<file path="src/include/core_regs_pkg.sv">
/*
   Constants, selector codes and view decode helpers for the core register file.
   Assumes one 32-bit core clock domain and a 6-bit exception number field.
*/
package core_regs_pkg;

   localparam int WORD_W    = 32;
   localparam int IDX_W     = 4;
   localparam int EXC_W     = 6;
   localparam int GP_DEPTH  = 14;
   localparam int FLAGS_LSB = 28;
   localparam int TBIT_POS  = 24;
   localparam int STACK_SELECT_BIT_POS = 1;
   localparam int PM_POS    = 0;
   localparam int CTRL_W    = 2;

   localparam logic [3:0]  IDX_STACK_PTR = 4'hD;
   localparam logic [3:0]  IDX_LINK      = 4'hE;
   localparam logic [3:0]  IDX_PROG_CNT  = 4'hF;
   localparam logic [3:0]  LINK_SLOT     = 4'hD;

   localparam logic [31:0] VEC_ADDR      = 32'h0000_0004;
   localparam logic [31:0] SP_STEP       = 32'h0000_0004;
   localparam logic [31:0] SP_ALIGN_MASK = 32'hFFFF_FFFC;
   localparam logic [31:0] RST_WORD      = 32'h0000_0000;
   localparam logic [5:0]  RST_EXC       = 6'h00;
   localparam logic [1:0]  RST_CONTROL   = 2'h0;
   localparam logic        RST_PRIORITY_MASK   = 1'h0;

   // Exception numbers seen in the exception field
   localparam logic [5:0]  EXC_THREAD     = 6'h00;
   localparam logic [5:0]  EXC_NMI        = 6'h02;
   localparam logic [5:0]  EXC_HARD_FAULT = 6'h03;
   localparam logic [5:0]  EXC_SUPV_CALL  = 6'h0B;
   localparam logic [5:0]  EXC_PEND_SERV  = 6'h0E;
   localparam logic [5:0]  EXC_TICK       = 6'h0F;
   localparam logic [5:0]  EXC_IRQ_BASE   = 6'h10;

   typedef enum logic [3:0] {
      SR_FLAGS, SR_EXC, SR_EXEC, SR_ALL, SR_EXC_EXEC, SR_FLAGS_EXC, SR_FLAGS_EXEC,
      SR_MAIN_SP, SR_PROC_SP, SR_PRIO_MASK, SR_THREAD_CFG,
      SR_MAIN_SP_NS, SR_PROC_SP_NS, SR_PRIO_MASK_NS, SR_THREAD_CFG_NS
   } sr_sel_t;

   function automatic logic view_has_flags(input sr_sel_t sel);
      view_has_flags = (sel == SR_FLAGS) || (sel == SR_ALL) || (sel == SR_FLAGS_EXC) || (sel == SR_FLAGS_EXEC);
   endfunction : view_has_flags

   function automatic logic view_has_exc(input sr_sel_t sel);
      view_has_exc = (sel == SR_EXC) || (sel == SR_ALL) || (sel == SR_EXC_EXEC) || (sel == SR_FLAGS_EXC);
   endfunction : view_has_exc

   function automatic logic view_is_status(input sr_sel_t sel);
      view_is_status = (sel <= SR_FLAGS_EXEC);
   endfunction : view_is_status

endpackage : core_regs_pkg

</file>
<file path="src/hdl/core_register_file_stacks.sv">
/*
   Core register file: data registers, banked stack pointers, program
   counter, status word views, priority mask and thread control.
   Assumes the execution and exception logic share i_sys_clk, and that a
   vector source answers the reset vector request.
*/
// Summary of operation
// - Push decrements pointer, then stores item
// - Separate main and process stack pointers
// - Handler mode always uses main pointer
// - Thread mode: select bit picks pointer
// - Index 13 stack, 14 link, 15 counter
// - Thirteen data registers, link unknown at reset
// - Four stack pointers across two states
// - Program counter loaded from reset vector
// - Execution bit 24 from vector bit 0
// - Views occupy disjoint fields of one word
// - Flags N Z C V at bits 31-28
// - Status views alone or combined
// - Exception number writes are ignored
// - Execution bits read zero, ignore writes
// - Mask, exception number, control reset zero
// - Mask and control banked per state
// - Exception field holds current exception number
// - Mask bit blocks configurable exceptions
`timescale 1ns/10ps
module core_register_file_stacks
   import core_regs_pkg::*;
(
   // Clock, reset, enable
   input  wire logic              i_sys_clk,
   input  wire logic              i_rst,
   input  wire logic              i_clk_en,
   // Reset vector fetch
   input  wire logic              i_vec_valid,
   input  wire logic [WORD_W-1:0] i_vec_data,
   output logic                   o_vec_req,
   output logic      [WORD_W-1:0] o_vec_addr,
   output logic                   o_ready,
   // Core register read
   input  wire logic              i_rd_en,
   input  wire logic [IDX_W-1:0]  i_rd_idx,
   output logic      [WORD_W-1:0] o_rd_data,
   // Core register write
   input  wire logic              i_wr_en,
   input  wire logic [IDX_W-1:0]  i_wr_idx,
   input  wire logic [WORD_W-1:0] i_wr_data,
   // Special register moves
   input  wire logic              i_sr_rd_en,
   input  wire logic              i_sr_wr_en,
   input  wire sr_sel_t           i_sr_sel,
   input  wire logic [WORD_W-1:0] i_sr_wr_data,
   output logic      [WORD_W-1:0] o_sr_rd_data,
   // Execution state updates
   input  wire logic              i_secure,
   input  wire logic              i_flags_we,
   input  wire logic [3:0]        i_flags,
   input  wire logic              i_exc_we,
   input  wire logic [EXC_W-1:0]  i_exc_num,
   input  wire logic              i_tbit_we,
   input  wire logic              i_tbit,
   // Stack operations
   input  wire logic              i_push,
   input  wire logic              i_pop,
   input  wire logic [WORD_W-1:0] i_push_data,
   output logic                   o_stack_wr_en,
   output logic      [WORD_W-1:0] o_stack_addr,
   output logic      [WORD_W-1:0] o_stack_wr_data,
   // Status out
   output logic                   o_handler,
   output logic                   o_sp_sel,
   output logic                   o_tbit,
   output logic      [3:0]        o_flags,
   output logic                   o_prio_block
);

   typedef enum logic {PH_VECTOR, PH_RUN} phase_t;

   typedef struct packed {
      phase_t                  phase;
      logic [WORD_W-1:0]       prog_cnt;
      logic [WORD_W-1:0]       main_sp_s;
      logic [WORD_W-1:0]       proc_sp_s;
      logic [WORD_W-1:0]       main_sp_ns;
      logic [WORD_W-1:0]       proc_sp_ns;
      logic [3:0]              flags;
      logic [EXC_W-1:0]        exc_num;
      logic                    tbit;
      logic                    pm_s;
      logic                    pm_ns;
      logic [CTRL_W-1:0]       ctrl_s;
      logic [CTRL_W-1:0]       ctrl_ns;
      logic [WORD_W-1:0]       rd_data;
      logic [WORD_W-1:0]       sr_rd_data;
      logic [WORD_W-1:0]       stack_addr;
      logic [WORD_W-1:0]       stack_wr_data;
      logic [WORD_W-1:0]       vec_addr;
      logic                    stack_wr_en;
      logic                    vec_req;
      logic                    handler;
      logic                    sp_sel;
      logic                    prio_block;
   } state_t;

   state_t q;
   state_t next_q;

   logic              run;
   logic              use_proc;
   logic [WORD_W-1:0] active_sp;
   logic [WORD_W-1:0] sp_val;
   logic              sp_we;
   logic              gp_we;
   logic [WORD_W-1:0] gp_rd_data;
   logic [WORD_W-1:0] view_word;
   logic              view_flags_ok;
   logic [3:0]        view_wr_flags;

   function automatic logic [IDX_W-1:0] gp_slot(input logic [IDX_W-1:0] idx);
      gp_slot = (idx == IDX_LINK) ? LINK_SLOT : idx;
   endfunction : gp_slot

   function automatic logic [WORD_W-1:0] align_sp(input logic [WORD_W-1:0] val);
      align_sp = val & SP_ALIGN_MASK;
   endfunction : align_sp

   assign run = (q.phase == PH_RUN);

   assign use_proc  = (q.exc_num == EXC_THREAD) && (i_secure ? q.ctrl_s[STACK_SELECT_BIT_POS] : q.ctrl_ns[STACK_SELECT_BIT_POS]);
   assign active_sp = i_secure ? (use_proc ? q.proc_sp_s : q.main_sp_s)
                               : (use_proc ? q.proc_sp_ns : q.main_sp_ns);

   assign gp_we = run && i_wr_en && (i_wr_idx != IDX_STACK_PTR) && (i_wr_idx != IDX_PROG_CNT);

   gp_reg_array #(
      .WIDTH (WORD_W),
      .DEPTH (GP_DEPTH)
   ) i_gp_reg_array (
      .i_sys_clk (i_sys_clk),
      .i_clk_en  (i_clk_en),
      .i_wr_en   (gp_we),
      .i_wr_slot (gp_slot(i_wr_idx)),
      .i_wr_data (i_wr_data),
      .i_rd_slot (gp_slot(i_rd_idx)),
      .o_rd_data (gp_rd_data)
   );

   status_view_port i_status_view_port (
      .i_sel         (i_sr_sel),
      .i_flags       (q.flags),
      .i_exc_num     (q.exc_num),
      .i_wr_data     (i_sr_wr_data),
      .o_rd_word     (view_word),
      .o_flags_wr_ok (view_flags_ok),
      .o_wr_flags    (view_wr_flags)
   );

   always_comb
   begin
      next_q             = q;
      next_q.stack_wr_en = 1'b0;
      sp_we              = 1'b0;
      sp_val             = active_sp;

      if (q.phase == PH_VECTOR && i_vec_valid)
      begin
         next_q.prog_cnt = {i_vec_data[WORD_W-1:1], 1'b0};
         next_q.tbit     = i_vec_data[0];
         next_q.vec_req  = 1'b0;
         next_q.phase    = PH_RUN;
      end

      if (run)
      begin
         if (i_rd_en)
         begin
            unique case (i_rd_idx)
               IDX_STACK_PTR: next_q.rd_data = active_sp;
               IDX_PROG_CNT:  next_q.rd_data = q.prog_cnt;
               default:       next_q.rd_data = gp_rd_data;
            endcase
         end
         if (i_wr_en && i_wr_idx == IDX_PROG_CNT)
         begin
            next_q.prog_cnt = i_wr_data;
         end
         if (i_wr_en && i_wr_idx == IDX_STACK_PTR)
         begin
            sp_we  = 1'b1;
            sp_val = align_sp(i_wr_data);
         end

         if (i_sr_rd_en)
         begin
            next_q.sr_rd_data = '0;
            unique case (i_sr_sel)
               SR_MAIN_SP:       next_q.sr_rd_data = i_secure ? q.main_sp_s : q.main_sp_ns;
               SR_PROC_SP:       next_q.sr_rd_data = i_secure ? q.proc_sp_s : q.proc_sp_ns;
               SR_PRIO_MASK:     next_q.sr_rd_data[PM_POS] = i_secure ? q.pm_s : q.pm_ns;
               SR_THREAD_CFG:    next_q.sr_rd_data[CTRL_W-1:0] = i_secure ? q.ctrl_s : q.ctrl_ns;
               SR_MAIN_SP_NS:    next_q.sr_rd_data = i_secure ? q.main_sp_ns : RST_WORD;
               SR_PROC_SP_NS:    next_q.sr_rd_data = i_secure ? q.proc_sp_ns : RST_WORD;
               SR_PRIO_MASK_NS:  next_q.sr_rd_data[PM_POS] = i_secure & q.pm_ns;
               SR_THREAD_CFG_NS: next_q.sr_rd_data[CTRL_W-1:0] = i_secure ? q.ctrl_ns : RST_CONTROL;
               default:          next_q.sr_rd_data = view_word;
            endcase
         end

         if (i_sr_wr_en)
         begin
            if (view_flags_ok)
            begin
               next_q.flags = view_wr_flags;
            end
            unique case (i_sr_sel)
               SR_MAIN_SP:
               begin
                  if (i_secure) next_q.main_sp_s = align_sp(i_sr_wr_data);
                  else next_q.main_sp_ns = align_sp(i_sr_wr_data);
               end
               SR_PROC_SP:
               begin
                  if (i_secure) next_q.proc_sp_s = align_sp(i_sr_wr_data);
                  else next_q.proc_sp_ns = align_sp(i_sr_wr_data);
               end
               SR_PRIO_MASK:
               begin
                  if (i_secure) next_q.pm_s = i_sr_wr_data[PM_POS];
                  else next_q.pm_ns = i_sr_wr_data[PM_POS];
               end
               SR_THREAD_CFG:
               begin
                  if (i_secure) next_q.ctrl_s = i_sr_wr_data[CTRL_W-1:0];
                  else next_q.ctrl_ns = i_sr_wr_data[CTRL_W-1:0];
               end
               SR_MAIN_SP_NS:    if (i_secure) next_q.main_sp_ns = align_sp(i_sr_wr_data);
               SR_PROC_SP_NS:    if (i_secure) next_q.proc_sp_ns = align_sp(i_sr_wr_data);
               SR_PRIO_MASK_NS:  if (i_secure) next_q.pm_ns = i_sr_wr_data[PM_POS];
               SR_THREAD_CFG_NS: if (i_secure) next_q.ctrl_ns = i_sr_wr_data[CTRL_W-1:0];
               default:          ;
            endcase
         end

         if (i_flags_we)
         begin
            next_q.flags = i_flags;
         end
         if (i_exc_we)
         begin
            next_q.exc_num = i_exc_num;
         end
         if (i_tbit_we)
         begin
            next_q.tbit = i_tbit;
         end

         if (i_push)
         begin
            sp_we                = 1'b1;
            sp_val               = active_sp - SP_STEP;
            next_q.stack_addr    = active_sp - SP_STEP;
            next_q.stack_wr_data = i_push_data;
            next_q.stack_wr_en   = 1'b1;
         end
         else if (i_pop)
         begin
            sp_we             = 1'b1;
            sp_val            = active_sp + SP_STEP;
            next_q.stack_addr = active_sp;
         end
      end

      if (sp_we)
      begin
         unique case ({i_secure, use_proc})
            2'b11: next_q.proc_sp_s  = sp_val;
            2'b10: next_q.main_sp_s  = sp_val;
            2'b01: next_q.proc_sp_ns = sp_val;
            2'b00: next_q.main_sp_ns = sp_val;
         endcase
      end

      next_q.handler    = (next_q.exc_num != EXC_THREAD);
      next_q.sp_sel     = !next_q.handler && (i_secure ? next_q.ctrl_s[STACK_SELECT_BIT_POS] : next_q.ctrl_ns[STACK_SELECT_BIT_POS]);
      next_q.prio_block = next_q.pm_s | next_q.pm_ns;
   end

   always_ff @(posedge i_sys_clk or posedge i_rst)
   begin
      if (i_rst)
      begin
         q          <= '0;
         q.phase    <= PH_VECTOR;
         q.exc_num  <= RST_EXC;
         q.ctrl_s   <= RST_CONTROL;
         q.ctrl_ns  <= RST_CONTROL;
         q.pm_s     <= RST_PRIORITY_MASK;
         q.pm_ns    <= RST_PRIORITY_MASK;
         q.vec_addr <= VEC_ADDR;
         q.vec_req  <= 1'b1;
      end
      else if (i_clk_en)
      begin
         q <= next_q;
      end
   end

   assign o_vec_req       = q.vec_req;
   assign o_vec_addr      = q.vec_addr;
   assign o_ready         = run;
   assign o_rd_data       = q.rd_data;
   assign o_sr_rd_data    = q.sr_rd_data;
   assign o_stack_wr_en   = q.stack_wr_en;
   assign o_stack_addr    = q.stack_addr;
   assign o_stack_wr_data = q.stack_wr_data;
   assign o_handler       = q.handler;
   assign o_sp_sel        = q.sp_sel;
   assign o_tbit          = q.tbit;
   assign o_flags         = q.flags;
   assign o_prio_block    = q.prio_block;
endmodule : core_register_file_stacks

</file>
<file path="src/hdl/gp_reg_array.sv">
/*
   Storage for the thirteen data registers and the link register.
   Assumes the caller maps indices to slots; contents are not reset.
*/
`timescale 1ns/10ps
module gp_reg_array
   import core_regs_pkg::*;
#(
   parameter int WIDTH = WORD_W,
   parameter int DEPTH = GP_DEPTH
)
(
   // Clock
   input  wire logic              i_sys_clk,
   input  wire logic              i_clk_en,
   // Write side
   input  wire logic              i_wr_en,
   input  wire logic [IDX_W-1:0]  i_wr_slot,
   input  wire logic [WIDTH-1:0]  i_wr_data,
   // Read side
   input  wire logic [IDX_W-1:0]  i_rd_slot,
   output logic      [WIDTH-1:0]  o_rd_data
);

   logic [WIDTH-1:0] mem [DEPTH];

   always_ff @(posedge i_sys_clk)
   begin
      if (i_clk_en && i_wr_en && (int'(i_wr_slot) < DEPTH))
      begin
         mem[i_wr_slot] <= i_wr_data;
      end
   end

   assign o_rd_data = (int'(i_rd_slot) < DEPTH) ? mem[i_rd_slot] : '0;

endmodule : gp_reg_array

</file>
<file path="src/hdl/status_view_port.sv">
/*
   Builds the read word of a status view and the flag write of a view.
   Assumes the selector is decoded with the package helpers.
*/
`timescale 1ns/10ps
module status_view_port
   import core_regs_pkg::*;
(
   // View selection
   input  wire sr_sel_t           i_sel,
   // Current status fields
   input  wire logic [3:0]        i_flags,
   input  wire logic [EXC_W-1:0]  i_exc_num,
   // Write data
   input  wire logic [WORD_W-1:0] i_wr_data,
   // Results
   output logic      [WORD_W-1:0] o_rd_word,
   output logic                   o_flags_wr_ok,
   output logic      [3:0]        o_wr_flags
);

   always_comb
   begin
      o_rd_word = '0;
      if (view_has_flags(i_sel))
      begin
         o_rd_word[FLAGS_LSB +: 4] = i_flags;
      end
      if (view_has_exc(i_sel))
      begin
         o_rd_word[EXC_W-1:0] = i_exc_num;
      end
   end

   assign o_flags_wr_ok = view_has_flags(i_sel);
   assign o_wr_flags    = i_wr_data[FLAGS_LSB +: 4];

endmodule : status_view_port

</file>
<file path="config.mk">
export PLATFORM = sky130hd
export DESIGN_NAME = core_register_file_stacks
export DESIGN_NICKNAME = d
export VERILOG_FILES = /design/src/include/core_regs_pkg.sv /design/src/hdl/core_register_file_stacks.sv /design/src/hdl/gp_reg_array.sv /design/src/hdl/status_view_port.sv
export SDC_FILE = /design/constraint.sdc
export NUM_CORES = 2
export LEC_CHECK = 0
export BUFFER_PORTS_ARGS = -buffer_cell sky130_fd_sc_hd__buf_2
export CAP_MARGIN = 0
export CORE_AREA = 2 2 217 304
export CTS_CLUSTER_DIAMETER = 50
export DETAILED_ROUTE_END_ITERATION = 8
export DIE_AREA = 0 0 219 306
export GPL_TIMING_DRIVEN = 1
export PLACE_DENSITY = 0.79
export REMOVE_ABC_BUFFERS = 1
export SLEW_MARGIN = 20
export SYNTH_ARGS = -nofsm -noshare
export SYNTH_HDL_FRONTEND = slang
export SYNTH_SLANG_ARGS = --single-unit
export TNS_END_PERCENT = 10
</file>
<file path="constraint.sdc">
create_clock -name i_sys_clk -period 11.7 [get_ports i_sys_clk]
set_input_delay 2.34 -clock i_sys_clk [delete_from_list [all_inputs] [get_ports i_sys_clk]]
set_output_delay 2.34 -clock i_sys_clk [all_outputs]
set_load 0.01 [all_outputs]
</file>
==> flow_summary_export.csv <==
group,metric,value,unit
cts,cts_tree,"done",
pwr,p_sw_frac,0.309,
logic_synthesis,yosys-top-cells-area,"edfxtp_1, dfrtp_1, mux4_2, nand2_1, buf_4",
cts,ctsLongestPathBuffers,3,
route,drtAntennaViolNets,0,
critical_path,crit_fanout,63,
pwr,vdd_drop_max,0.144,mV
critical_path,crit_chain,"buf_6 -> mux2_4 -> nand3_2 -> buf_4 -> buf_4 -> mux4_2 -> inv_1 -> ha_1 -> o221ai_1 -> mux2i_2 -> buf_4 -> nand3_2 -> nor2_2 -> o21ai_0 -> a221o_1 -> a31oi_1 -> o21ai_0",
cts,cts-root-buf,"clkbuf_16",
cts,cts_setup_buffers,0,
logic_synthesis,synthCells,3196,
pwr,p_int,4.99,mW
logic_synthesis,synth_cell_types,91,
logic_synthesis,synth_enable_flop_cells,448,
timing,rsz0062_at_grt,"no",
pwr,p_total,7.22,mW
pwr,powerDensity,173,mW/mm2
die,rows,110,
logic_synthesis,synth_top_cell_by_area,"edfxtp_1",
final_layout,fin_area,0.0419,mm2
logic_synthesis,synth_top_flop_cell,"edfxtp_1",
route,drt_wl_total,127000,um
route,drc_errors,0,
logic_synthesis,synth-seq-cells,759,
route,vias_per_cell,7.10,
cts,clock_latency,0.65,ns
critical_path,critical-path-max-stage-delay,0.66,ns
global_route,overflow,0,
route,drt_pass1_iterations,7,
timing,setup_ws,4.71,ns
pwr,p_clk_frac,0.344,
final_layout,fillers,4686,
die,die_w,219,um
final_layout,drive_gt1_frac,0.234,
status,status,"finished clean",
placement,place_area,0.0393,mm2
critical_path,critPathRequiredTime,12.18,ns
die,coreArea,0.0641,mm2
final_layout,syn_to_final_growth,9.85,%
global_route,grt_pass1_vias,29900,
logic_synthesis,synth_area,0.0381,mm2
cts,post_cts_resized,0,
cts,clock_sinks,759,
critical_path,path_class,"primary input to flip-flop",
timing,worstMarginPinSlew,1.25,ns
die,initial_utilization,0.594,
cts,holdBufCountCts,0,
final_layout,final_cell_mix,"edfxtp_1, nand2_1, dfrtp_1",
cts,cts_made_buffers,75,
placement,io_buffers,303,
pwr,pwr-share-comb,0.189,
die,ios,336,
critical_path,cpMaxStageDelayCell,"mux4_2",
timing,hold_viol,0,
critical_path,cp.arrival,7.47,ns
final_layout,finalNetCount,3439,
critical_path,critPathLaunchType,"primary input",
timing,relSlewSlack,0.164,
die,fp.dieH,306,um
min_path,hp-class,"flip-flop to flip-flop",
critical_path,path_common_cell,"buf_4",
timing,tns,0,ns
timing,max_freq,143,MHz
logic_synthesis,async_flop_share,0.410,
route,wl_per_cell,30.4,um
critical_path,crit_buf_inv,5,
critical_path,cpLargestDelayFamily,"buffers and inverters",
route,drt_iter0_markers,4872,
die,die_area,0.0670,mm2
cts,path_clk_slew,0.06,ns
global_route,grt_start_max_net_pins,109,
global_route,grt_pass1_wl,188000,um
timing,layout_min_cycle_time,6.99,ns
timing,finalMaxSlewViolations,0,
pwr,switchingPower,2.23,mW
run,maxCapViolCount,0,
final_layout,final_common_cell,"edfxtp_1",
timing,setup_viol,0,
logic_synthesis,avgSynthCellArea,11.9,um2
timing,holdWs,0.468,ns
placement,gp_congestion,0.975,
logic_synthesis,synth_warnings,0,
pwr,p_leak,15.8,nW
placement,hpwl,80400,um
critical_path,cp-end-kind,"flip-flop",
route,via_count,29700,
cts,h-tree-depth,3,
timing,fin_crit_sh,0.597,
pwr,seqPwrFrac,0.467,
placement,pre_cts_slack,4.24,ns
timing,clock_skew,0.0259,ns
global_route,grt.total_usage,0.380,
logic_synthesis,yosysSeqAreaShare,0.557,
logic_synthesis,synthDominantCellAreaShare,0.353,
global_route,antenna_found_initial,8,
## synthesized netlist by cell type (35+ instances only)
cell type	number
a21oi_1	163
a221oi_1	85
a22oi_1	57
a32oi_1	41
buf_1	35
buf_4	168
clkbuf_1	173
dfrtp_1	310
edfxtp_1	448
mux2_2	71
mux2i_1	87
mux4_2	141
nand2_1	358
nand3_1	56
nor2_1	257
nor3_1	38
o21ai_0	228
o22ai_1	61
## kinds of logic (layout without fill, tap and decap cells)
| group | Yosys count | after routing | share of synthesized area |
|---|---|---|---|
| adder cells (fa/ha/maj) | 2 | 2 | 0.000656 |
| AO/OA/AOI/OAI | 814 | 814 | 0.141 |
| multiplexers | 306 | 306 | 0.130 |
| flip-flops | 759 | 759 | 0.557 |
| buffers and inverters | 424 | 531 | 0.0615 |
| other | 2 | 38 | 0.000197 |
| XOR/XNOR | 51 | 51 | 0.0117 |
| AND/OR/NAND/NOR | 838 | 838 | 0.0981 |
## area by class of cell
class / instances / area [um2] / share of cell area
Multi-Input combinational cell: 2043 / 14800 / 0.355
Inverter: 17 / 71.3 / 0.00170
Clock inverter: 32 / 425 / 0.0102
Timing Repair Buffer: 376 / 2120 / 0.0507
Clock buffer: 106 / 2090 / 0.0500
Antenna cell: 6 / 15.0 / 0.000359
Sequential cell: 759 / 21200 / 0.507
Tap cell: 840 / 1050 / 0.0251
## final timing paths
check / startpoint / endpoint / slack, ns / depth (start not counted)
min in group asynchronous: i_rst / o_stack_wr_data[29] / 1.84 / 2
min: o_sr_rd_data[7] / o_sr_rd_data[7] / 0.47 / 2
max in group asynchronous: i_rst / q[268] / 7.37 / 4
min reg2reg: o_sr_rd_data[7] / o_sr_rd_data[7] / 0.47 / 2
max: i_secure / q[208] / 4.71 / 17
max reg2reg: q[166] / q[208] / 6.44 / 16
## registers in the layout, summed over array words and instances (netlist names), 4 cells and up
name and cells:
i_gp_reg_array.mem 448, o_flags 4, o_rd_data 32, o_sr_rd_data 32
o_stack_addr 32, o_stack_wr_data 32, q 172
## stage by stage
stage,std cells,util
2_1_floorplan,2819,-
3_3_place_gp,4033,0.612
3_5_place_dp,4034,0.613
4_1_cts,4172,0.652
5_1_grt,4177,0.653
6_report,4179,0.653
## metal layers
| metal | vias up | wire length, um | track usage |
|---|---|---|---|
| met5 | - | 27 | 0 |
| met3 | 620 | 14700 | 0.0769 |
| met2 | 2406 | 60400 | 0.604 |
| met4 | 4 | 9640 | 0.253 |
| li1 | 12200 | - | - |
| met1 | 14500 | 42500 | 0.473 |
## power by group through the flow
stage / clock network, mW / logic, mW / registers, mW
2_1_floorplan: 0 / 0.799 / 3.34
3_3_place_gp: 0 / 1.28 / 3.39
3_5_place_dp: 0 / 1.32 / 3.40
4_1_cts: 2.50 / 1.33 / 3.35
5_1_grt: 2.60 / 1.47 / 3.39
6_report: 2.49 / 1.36 / 3.37
## worst register-to-register path: cells and delay by family, from the launching register on
kind	cells	cell delay (ns)
buf+inv	4	1.21
compound gates	5	1.29
flops	1	0.46
mux	3	1.20
simple gates	3	0.67
fa+ha+maj	1	0.28
(Power assumes the default switching activity.)
